<file path="config.mk">
export PLATFORM = sky130hd
export DESIGN_NAME = sadc_top
export DESIGN_NICKNAME = d
export VERILOG_FILES = /design/src/hw/sadc_clkdiv.v /design/src/hw/sadc_edge.v /design/src/hw/sadc_top.v
export VERILOG_INCLUDE_DIRS = /design/src /design/src/hw
export SDC_FILE = /design/constraint.sdc
export NUM_CORES = 1
export LEC_CHECK = 0
export ABC_AREA = 1
export BUFFER_PORTS_ARGS = -buffer_cell sky130_fd_sc_hd__buf_2
export CAP_MARGIN = 10
export CORE_ASPECT_RATIO = 1.1
export CORE_MARGIN = 3
export CORE_UTILIZATION = 40
export DETAILED_ROUTE_END_ITERATION = 8
export PLACE_DENSITY_LB_ADDON = 0.12
export SKIP_CTS_REPAIR_TIMING = 1
export SYNTH_ARGS = -nofsm -noshare
export SYNTH_HDL_FRONTEND = slang
export SYNTH_SLANG_ARGS = --single-unit
export TNS_END_PERCENT = 10
</file>
<file path="constraint.sdc">
create_clock -name clk -period 3 [get_ports clk]
set_clock_uncertainty 0.1 [all_clocks]
set_input_delay 0.75 -clock clk [delete_from_list [all_inputs] [get_ports clk]]
set_output_delay 0.75 -clock clk [all_outputs]
set_load 0.03 [all_outputs]
</file>
<file path="src/hw/sadc_defs.vh">
// register map, field positions, reset values and timing counts
`ifndef SADC_DEFS_VH
`define SADC_DEFS_VH

// register indices; byte address is four times the index
`define SADC_IDX_CTRL_A 10'h06C
`define SADC_IDX_CTRL_B 10'h06D
`define SADC_IDX_RES_HI 10'h06E
`define SADC_IDX_RES_LO 10'h06F

// conv_control_a fields
`define SADC_A_START 0
`define SADC_A_REF 1
`define SADC_A_BUSY 2
`define SADC_A_DONE 3
`define SADC_A_CH_LSB 4
`define SADC_A_CH_MSB 7

// conv_control_b fields
`define SADC_B_DIV_LSB 0
`define SADC_B_DIV_MSB 1
`define SADC_B_MODE 2
`define SADC_B_IE 3
`define SADC_B_TRIG 4
`define SADC_B_SLEN_LSB 5
`define SADC_B_SLEN_MSB 6
`define SADC_B_PREC 7

// reset values
`define SADC_CTRL_A_RST 8'h00
`define SADC_CHAN_RST 4'h0
`define SADC_CTRL_B_RST 8'h00
`define SADC_RES_RST 10'h000

// sampling length in conversion clock periods, by code
`define SADC_SLEN_0 5'h04
`define SADC_SLEN_1 5'h07
`define SADC_SLEN_2 5'h0A
`define SADC_SLEN_3 5'h10

// axi4-lite responses
`define SADC_RESP_OKAY 2'h0
`define SADC_RESP_SLVERR 2'h2

`endif

</file>
<file path="src/hw/sadc_clkdiv.v">
// free-running conversion clock prescaler, one tick per period
`timescale 1ns/1ns
module sadc_clkdiv (
    // clock and reset
    input wire clk,
    input wire rst,
    input wire ce,
    // divide select
    input wire [1:0] div_sel,
    // one machine-cycle strobe per conversion clock period
    output wire tick
);
    reg [2:0] cnt_q;
    reg [2:0] last;

    always @* begin
        case (div_sel)
            2'b00: last = 3'h0;
            2'b01: last = 3'h1;
            2'b10: last = 3'h3;
            default: last = 3'h7;
        endcase
    end

    assign tick = (cnt_q == last);

    // runs free so the start position inside a period varies
    always @(posedge clk) begin
        if (rst) begin
            cnt_q <= 3'h0;
        end else if (ce) begin
            if (cnt_q >= last) begin
                cnt_q <= 3'h0;
            end else begin
                cnt_q <= cnt_q + 3'h1;
            end
        end
    end
endmodule

</file>
<file path="src/hw/sadc_edge.v">
// rising edge detector for the trigger clock
`timescale 1ns/1ns
module sadc_edge (
    // clock and reset
    input wire clk,
    input wire rst,
    input wire ce,
    // level in, pulse out
    input wire sig_in,
    output wire rise
);
    reg prev_q;

    assign rise = sig_in & ~prev_q;

    always @(posedge clk) begin
        if (rst) begin
            prev_q <= 1'b0;
        end else if (ce) begin
            prev_q <= sig_in;
        end
    end
endmodule

</file>
<file path="src/hw/sadc_top.v">
// sar a/d converter sequencer with axi4-lite register access
// Functional notes
// - start bit write begins or restarts conversion
// - trigger mode starts on each trigger rise
// - trigger mode cleared stops edge starts
// - start sets busy, connects selected channel
// - sample then hold until conversion ends
// - resolve msb to lsb, load results
// - after transfer busy clears, done sets
// - results change only at conversion end
// - reset, stop, watch halt, clear busy
// - restart with completion still sets done
// - compare ten periods plus one cycle
// - total is startup, sampling and compare
// - startup jitter up to one period
// - trigger select picks timer pin or none
// - precision bit: zero 10-bit, one 8-bit
// - channel codes 0 to 7 route inputs
// - irq while done and enable set
// - done cleared by zero write or start
// - reference switch on when bit is one
// - clock divide 1, 2, 4 or 8
// - sampling 4, 7, 10 or 16 periods
// - start reads zero, ignored in trigger mode
// - 8-bit result low, upper bits zero
//
// The AXI4-Lite register port and the placing of the registers are this design's own decisions.
`timescale 1ns/1ns
`include "sadc_defs.vh"
module sadc_top (
    // clock, reset, clock enable
    input wire clk,
    input wire rst,
    input wire ce,
    // axi4-lite write address
    input wire [11:0] s_axi_awaddr,
    input wire s_axi_awvalid,
    output wire s_axi_awready,
    // axi4-lite write data
    input wire [31:0] s_axi_wdata,
    input wire [3:0] s_axi_wstrb,
    input wire s_axi_wvalid,
    output wire s_axi_wready,
    // axi4-lite write response
    output wire [1:0] s_axi_bresp,
    output wire s_axi_bvalid,
    input wire s_axi_bready,
    // axi4-lite read address
    input wire [11:0] s_axi_araddr,
    input wire s_axi_arvalid,
    output wire s_axi_arready,
    // axi4-lite read data
    output wire [31:0] s_axi_rdata,
    output wire [1:0] s_axi_rresp,
    output wire s_axi_rvalid,
    input wire s_axi_rready,
    // power modes
    input wire stop_mode,
    input wire watch_mode,
    // trigger source
    input wire timer_out_pin,
    // analog front end
    output wire [2:0] chan_sel,
    output wire chan_en,
    output wire sample_en,
    output wire hold_en,
    output wire [9:0] trial_code,
    input wire cmp_in,
    output wire ref_switch_on,
    // status
    output wire conv_busy,
    output wire irq
);
    localparam RES_W = 10;
    localparam [2:0] ST_IDLE = 3'd0;
    localparam [2:0] ST_START = 3'd1;
    localparam [2:0] ST_SYNC = 3'd2;
    localparam [2:0] ST_SAMPLE = 3'd3;
    localparam [2:0] ST_COMP = 3'd4;
    localparam [2:0] ST_XFER = 3'd5;
    localparam [1:0] SEL_A = 2'd0;
    localparam [1:0] SEL_B = 2'd1;
    localparam [1:0] SEL_HI = 2'd2;
    localparam [1:0] SEL_LO = 2'd3;
    localparam [RES_W-1:0] MSB_MASK = 10'h200;

    // {hit, select} for a byte address
    function [2:0] reg_decode;
        input [11:0] a;
        begin
            if (a[11:2] == `SADC_IDX_CTRL_A) begin
                reg_decode = {1'b1, SEL_A};
            end else if (a[11:2] == `SADC_IDX_CTRL_B) begin
                reg_decode = {1'b1, SEL_B};
            end else if (a[11:2] == `SADC_IDX_RES_HI) begin
                reg_decode = {1'b1, SEL_HI};
            end else if (a[11:2] == `SADC_IDX_RES_LO) begin
                reg_decode = {1'b1, SEL_LO};
            end else begin
                reg_decode = 3'b000;
            end
        end
    endfunction

    function [4:0] sample_len;
        input [1:0] code;
        begin
            case (code)
                2'b00: sample_len = `SADC_SLEN_0;
                2'b01: sample_len = `SADC_SLEN_1;
                2'b10: sample_len = `SADC_SLEN_2;
                default: sample_len = `SADC_SLEN_3;
            endcase
        end
    endfunction

    // register state
    reg [3:0] chan_q;
    reg ref_q;
    reg done_q;
    reg [7:0] ctrl_b_q;
    reg [7:0] res_lo_q;
    reg [1:0] res_hi_q;

    // bus state
    reg aw_full_q;
    reg w_full_q;
    reg [11:0] awaddr_q;
    reg [7:0] wdata_q;
    reg wstb_q;
    reg bvalid_q;
    reg [1:0] bresp_q;
    reg rvalid_q;
    reg [31:0] rdata_q;
    reg [1:0] rresp_q;

    // sequencer state
    reg [2:0] state_q;
    reg [4:0] cnt_q;
    reg [RES_W-1:0] sar_q;
    reg [RES_W-1:0] mask_q;

    wire tick;
    wire trig_rise;
    wire [1:0] div_sel = ctrl_b_q[`SADC_B_DIV_MSB:`SADC_B_DIV_LSB];
    wire mode_q = ctrl_b_q[`SADC_B_MODE];
    wire ie_q = ctrl_b_q[`SADC_B_IE];
    wire trig_sel_q = ctrl_b_q[`SADC_B_TRIG];
    wire [1:0] slen_q = ctrl_b_q[`SADC_B_SLEN_MSB:`SADC_B_SLEN_LSB];
    wire prec8_q = ctrl_b_q[`SADC_B_PREC];

    sadc_clkdiv u_div (
        .clk(clk),
        .rst(rst),
        .ce(ce),
        .div_sel(div_sel),
        .tick(tick)
    );

    // with the select bit low there is no trigger source at all
    sadc_edge u_edge (
        .clk(clk),
        .rst(rst),
        .ce(ce),
        .sig_in(trig_sel_q & timer_out_pin),
        .rise(trig_rise)
    );

    // write channel: address and data are taken in either order
    wire [2:0] wr_dec = reg_decode(awaddr_q);
    wire wr_fire = ce & aw_full_q & w_full_q & ~bvalid_q;
    wire wr_a = wr_fire & wstb_q & wr_dec[2] & (wr_dec[1:0] == SEL_A);
    wire wr_b = wr_fire & wstb_q & wr_dec[2] & (wr_dec[1:0] == SEL_B);

    assign s_axi_awready = ce & ~aw_full_q & ~bvalid_q;
    assign s_axi_wready = ce & ~w_full_q & ~bvalid_q;
    assign s_axi_bvalid = bvalid_q;
    assign s_axi_bresp = bresp_q;

    always @(posedge clk) begin
        if (rst) begin
            aw_full_q <= 1'b0;
            w_full_q <= 1'b0;
            awaddr_q <= 12'h000;
            wdata_q <= 8'h00;
            wstb_q <= 1'b0;
            bvalid_q <= 1'b0;
            bresp_q <= `SADC_RESP_OKAY;
        end else if (ce) begin
            if (s_axi_awvalid && s_axi_awready) begin
                aw_full_q <= 1'b1;
                awaddr_q <= s_axi_awaddr;
            end
            if (s_axi_wvalid && s_axi_wready) begin
                w_full_q <= 1'b1;
                wdata_q <= s_axi_wdata[7:0];
                wstb_q <= s_axi_wstrb[0];
            end
            if (wr_fire) begin
                aw_full_q <= 1'b0;
                w_full_q <= 1'b0;
                bvalid_q <= 1'b1;
                bresp_q <= wr_dec[2] ? `SADC_RESP_OKAY : `SADC_RESP_SLVERR;
            end else if (bvalid_q && s_axi_bready) begin
                bvalid_q <= 1'b0;
            end
        end
    end

    // start and stop conditions
    wire halt = stop_mode | watch_mode;
    wire sw_start = wr_a & wdata_q[`SADC_A_START] & ~mode_q;
    wire hw_start = mode_q & trig_rise;
    wire start = (sw_start | hw_start) & ~halt;
    wire finish = (state_q == ST_XFER) & ~halt;
    wire done_clr = wr_a & ~wdata_q[`SADC_A_DONE];

    // control registers
    always @(posedge clk) begin
        if (rst) begin
            chan_q <= `SADC_CHAN_RST;
            ref_q <= 1'b0;
            ctrl_b_q <= `SADC_CTRL_B_RST;
        end else if (ce) begin
            if (wr_a) begin
                chan_q <= wdata_q[`SADC_A_CH_MSB:`SADC_A_CH_LSB];
                ref_q <= wdata_q[`SADC_A_REF];
            end
            if (wr_b) begin
                ctrl_b_q <= wdata_q;
            end
        end
    end

    // completion wins over a clear or a restart in the same cycle
    always @(posedge clk) begin
        if (rst) begin
            done_q <= 1'b0;
        end else if (ce) begin
            if (finish) begin
                done_q <= 1'b1;
            end else if (start || done_clr) begin
                done_q <= 1'b0;
            end
        end
    end

    // conversion sequencer
    always @(posedge clk) begin
        if (rst) begin
            state_q <= ST_IDLE;
            cnt_q <= 5'h00;
            sar_q <= `SADC_RES_RST;
            mask_q <= `SADC_RES_RST;
        end else if (ce) begin
            if (halt) begin
                state_q <= ST_IDLE;
                mask_q <= `SADC_RES_RST;
            end else if (start) begin
                // a restart abandons whatever was in progress
                state_q <= ST_START;
                sar_q <= `SADC_RES_RST;
                mask_q <= `SADC_RES_RST;
            end else begin
                case (state_q)
                    ST_START: begin
                        state_q <= ST_SYNC;
                    end
                    ST_SYNC: begin
                        // align to the prescaler, the source of jitter
                        if (tick) begin
                            state_q <= ST_SAMPLE;
                            cnt_q <= sample_len(slen_q);
                        end
                    end
                    ST_SAMPLE: begin
                        if (tick) begin
                            if (cnt_q == 5'h01) begin
                                state_q <= ST_COMP;
                                mask_q <= MSB_MASK;
                            end else begin
                                cnt_q <= cnt_q - 5'h01;
                            end
                        end
                    end
                    ST_COMP: begin
                        if (tick) begin
                            if (cmp_in) begin
                                sar_q <= sar_q | mask_q;
                            end
                            mask_q <= mask_q >> 1;
                            if (mask_q == 10'h001) begin
                                state_q <= ST_XFER;
                            end
                        end
                    end
                    ST_XFER: begin
                        state_q <= ST_IDLE;
                    end
                    default: begin
                        state_q <= ST_IDLE;
                    end
                endcase
            end
        end
    end

    // 8-bit mode keeps the top eight resolved bits
    always @(posedge clk) begin
        if (rst) begin
            res_lo_q <= 8'h00;
            res_hi_q <= 2'h0;
        end else if (ce) begin
            if (finish) begin
                if (prec8_q) begin
                    res_lo_q <= sar_q[9:2];
                    res_hi_q <= 2'h0;
                end else begin
                    res_lo_q <= sar_q[7:0];
                    res_hi_q <= sar_q[9:8];
                end
            end
        end
    end

    // read channel
    wire [2:0] rd_dec = reg_decode(s_axi_araddr);
    reg [7:0] rd_val;

    always @* begin
        case (rd_dec[1:0])
            SEL_A: rd_val = {chan_q, done_q, conv_busy, ref_q, 1'b0};
            SEL_B: rd_val = ctrl_b_q;
            SEL_HI: rd_val = {6'h00, res_hi_q};
            default: rd_val = res_lo_q;
        endcase
    end

    assign s_axi_arready = ce & ~rvalid_q;
    assign s_axi_rvalid = rvalid_q;
    assign s_axi_rdata = rdata_q;
    assign s_axi_rresp = rresp_q;

    always @(posedge clk) begin
        if (rst) begin
            rvalid_q <= 1'b0;
            rdata_q <= 32'h00000000;
            rresp_q <= `SADC_RESP_OKAY;
        end else if (ce) begin
            if (s_axi_arvalid && s_axi_arready) begin
                rvalid_q <= 1'b1;
                if (rd_dec[2]) begin
                    rdata_q <= {24'h000000, rd_val};
                    rresp_q <= `SADC_RESP_OKAY;
                end else begin
                    rdata_q <= 32'h00000000;
                    rresp_q <= `SADC_RESP_SLVERR;
                end
            end else if (rvalid_q && s_axi_rready) begin
                rvalid_q <= 1'b0;
            end
        end
    end

    // analog side; codes 8 to 15 connect no input
    assign conv_busy = (state_q != ST_IDLE);
    assign chan_sel = chan_q[2:0];
    assign chan_en = conv_busy & ~chan_q[3];
    assign sample_en = (state_q == ST_SAMPLE);
    assign hold_en = (state_q == ST_COMP) | (state_q == ST_XFER);
    assign trial_code = sar_q | mask_q;
    assign ref_switch_on = ref_q;
    assign irq = done_q & ie_q;
endmodule

</file>
==> metrics.md <==
| Metric | Value |
|---|---|
| CTS Buf Count | `9` |
| Largest area contributor in the netlist | `dfxtp_1` |
| Worst EP arrival | `1.59 ns` |
| Pin count of the biggest net entering global routing | `48` |
| Final setup viols | `0` |
| Max_cap viols | `0` |
| Most area-consuming cells after synthesis | `dfxtp_1 39%, nand2_1 9.0%, nor2_1 8.5%` |
| Die Y | `118 µm` |
| Vias in the first global route | `4030` |
| Psw | `701 µW` |
| Initial antenna violation count | `0` |
| Clock power frac | `43.4%` |
| Clk sinks | `89` |
| Fillers | `roughly 1.1k` |
| Cell area after synthesis | `0.00453 mm²` |
| Clock Path Buffers | `2` |
| Clock tree root buffer cell | `clkbuf_16` |
| Power per cell area | `511 mW/mm²` |
| Nets | `798` |
| Core Region | `0.0110 mm²` |
| Outcome | `finished, final reports clean` |
| First-pass GRT wire length | `between 15000 and 20000 µm` |
| Skew-Pair Late Insertion Delay | `0.35 ns` |
| Unrepaired setup endpoints after global routing | `false` |
| CP Max Fanout | `6` |
| Most frequent cells after synthesis | `108 x nand2_1, 102 x nor2_1, 89 x dfxtp_1` |
| Fmax achieved | `between 0.4 and 0.5 GHz` |
| WHS | `0.362 ns` |
| Critical path buffer and inverter count | `4` |
| Ant. Diodes | `0` |
| Antenna-violating nets left | `0` |
| Worst vdd ir | `0.000241 V` |
| Setup crit start kind | `input port` |
| Routed vias/inst | `4.83` |
| GR Util All Layers | `between 15 and 20%` |
| Worst Hold Class | `register to register` |
| P_leak | `roughly 2.4 nW` |
| Boundary pin count | `132` |
| Fin cells | `just under 900` |
| Total wire length | `11200 µm` |
| Finished Cell Area | `0.00521 mm²` |
| HPWL Detailed | `8280 µm` |
| Rows | `40` |
| Placed insts | `around 850` |
| R2R Setup Slk | `0.89 ns` |
| Slew HR | `57.0%` |
| Crit-path max cell delay | `between 0.2 and 0.25 ns` |
| H-tree levels | `3` |
| TritonCTS clock tree | `done` |
| Sequential share of power | `46.5%` |
| Comb pwr share | `10.1%` |
| WP data required | `2.15 ns` |
| Vias | `between 4k and 5k` |
| Post-Synthesis Cells | `650` |
| Final worst-path cycle share | `81.4%` |
| DR DRC count | `0` |
| Register area | `0.00178 mm²` |
| Crit path max-delay family | `buffers and inverters` |
| Main synth FF type | `dfxtp_1` |
| Multi-input gate area | `0.00224 mm²` |
| WL/cell | `13.0 µm` |
| Worst-path cell chain | `buf_2 > inv_1 > nor2_1 > inv_1 > nor2_1 > buf_2` |
| Async S/R FF share, synth | `0%` |
| Synth Warn # | `0` |
| Fraction of layout cells with a size suffix above 1 | `17.6%` |
| Port buffer count | `74` |
| Sw Ratio | `26.3%` |
| Avg Cell Area, Syn | `6.96 µm²` |
| Clock Pin Slew Worst Setup and Hold Paths | `roughly 0.070 ns` |
| RePlAce Congestion | `0.838` |
| Setup crit end kind | `output port` |
| Grt total ovfl | `0` |
| DIE WIDTH | `107 µm` |
| Internal | `1.96 mW` |
| Share of the synthesized area in the top cell type | `39.4%` |
| CP max stage cell | `buf_2` |
| Critical path class | `input port to output port` |
| #FFs+latches synth | `between 80 and 90` |
| Register area share after synthesis | `about two fifths` |
| Hold Vio Cnt, Final | `0` |
| Initial Utilization | `41.3%` |
| Crit path time final | `approximately 2.4 ns` |
| Die area | `0.0126 mm²` |
| Placed inst area | `between 0.004 and 0.005 mm²` |
| Worst-Margin Slew | `0.643 ns` |
| Most instantiated library cell after synthesis | `nand2_1` |
| Pre-Repair DR Iteration Count | `4` |
| EDFF count, synth | `0` |
| Fin util | `47.6%` |
| Yosys cell types | `36` |
| Slew Viols, Final | `0` |
| Initial drt markers | `about 200` |
| Setup TNS Final | `0 ns` |
| Area growth from synthesis to layout | `15.2%` |
==> registers in the layout, summed over array words and instances, names as in the netlist <==
signal and cells:
cnt_q 5, sar_q 10, done_q 1, w_full_q 1
wdata_q 8, s_axi_rvalid 1, res_hi_q 2, s_axi_rresp 1
chan_q 4, s_axi_bvalid 1, ctrl_b_q 8, u_edge.prev_q 1
wstb_q 1, u_div.cnt_q 3, mask_q 10, s_axi_rdata 8
state_q 3, ref_switch_on 1, aw_full_q 1, res_lo_q 8
s_axi_bresp 1, awaddr_q 10
==> kinds of logic after synthesis <==
family                   count (synthesis)  share of synthesized area [%]
AO/OA/AOI/OAI                          131                           15.5
other                                    1                         0.0829
adder cells (fa/ha/maj)                 11                           3.04
buffers and inverters                  124                           13.1
XOR/XNOR                                 2                          0.387
flip-flops                              89                           39.4
AND/OR/NAND/NOR                        292                           28.5
==> cell usage in the layout, fill, tap and decap left out, drive strengths merged <==
cell,instances
a2111oi,1
a211oi,6
a21oi,51
a31oi,9
buf,82
bufinv,1
clkbuf,10
clkinv,3
clkinvlp,3
conb,26
dfxtp,89
ha,11
inv,70
nand2,111
nand3,41
nand3b,1
nand4,9
nor2,104
nor3,15
nor4,1
o211ai,1
o21ai,62
o31ai,1
or2,10
xor2,2
==> worst reg2reg max path: stages, from the launching register on <==
cell,delay (ns)
dfxtp_1,0.42
inv_1,0.08
nand3_1,0.43
nand2_1,0.20
nand2_1,0.10
nand2_1,0.06
nand4_2,0.13
nand3_4,0.22
o21ai_1,0.19
nor2_1,0.05
==> through the flow <==
stage	setup WS, ns	power, mW
after floorplan	0.735	1.48
after global placement	0.536	1.53
after detailed placement	0.488	1.53
after CTS	0.532	2.69
after global routing	0.455	2.77
final	0.557	2.66
==> cell type report <==
cell class	instances	share of cell area [%]
inverter	71	5.11
tap	147	3.53
clock buffer	10	4.58
sequential	89	34.2
multi-input combinational	462	43.1
clock inverter	6	1.27
timing repair buffer	82	8.26
==> per-layer routing <==
| layer | GRT usage [%] | wire length [µm] | vias to the layer above |
|---|---|---|---|
| met5 | 0 | 0 | - |
| met4 | 6.55 | 210 | 0 |
| met3 | 3.62 | 554 | 17 |
| met2 | 30.2 | 5340 | 94 |
| met1 | 22.3 | 5140 | 1883 |
| li1 | - | - | 2193 |
==> power groups by stage <==
stage	logic, mW	clock network [mW]	registers [mW]
floorplan	0.219	0	1.26
global placement	0.266	0	1.26
detailed placement	0.270	0	1.26
CTS	0.271	1.18	1.24
global route	0.301	1.23	1.24
finish	0.269	1.16	1.24
==> final timing paths <==
check | start | end | cells after the start
worst min register to register | s_axi_rdata[2] | s_axi_rdata[2] | 2
worst max-delay path | ce | s_axi_wready | 6
worst max register to register | state_q[0] | mask_q[6] | 9
worst min-delay path | s_axi_rdata[2] | s_axi_rdata[2] | 2
(Power assumes the default switching activity.)
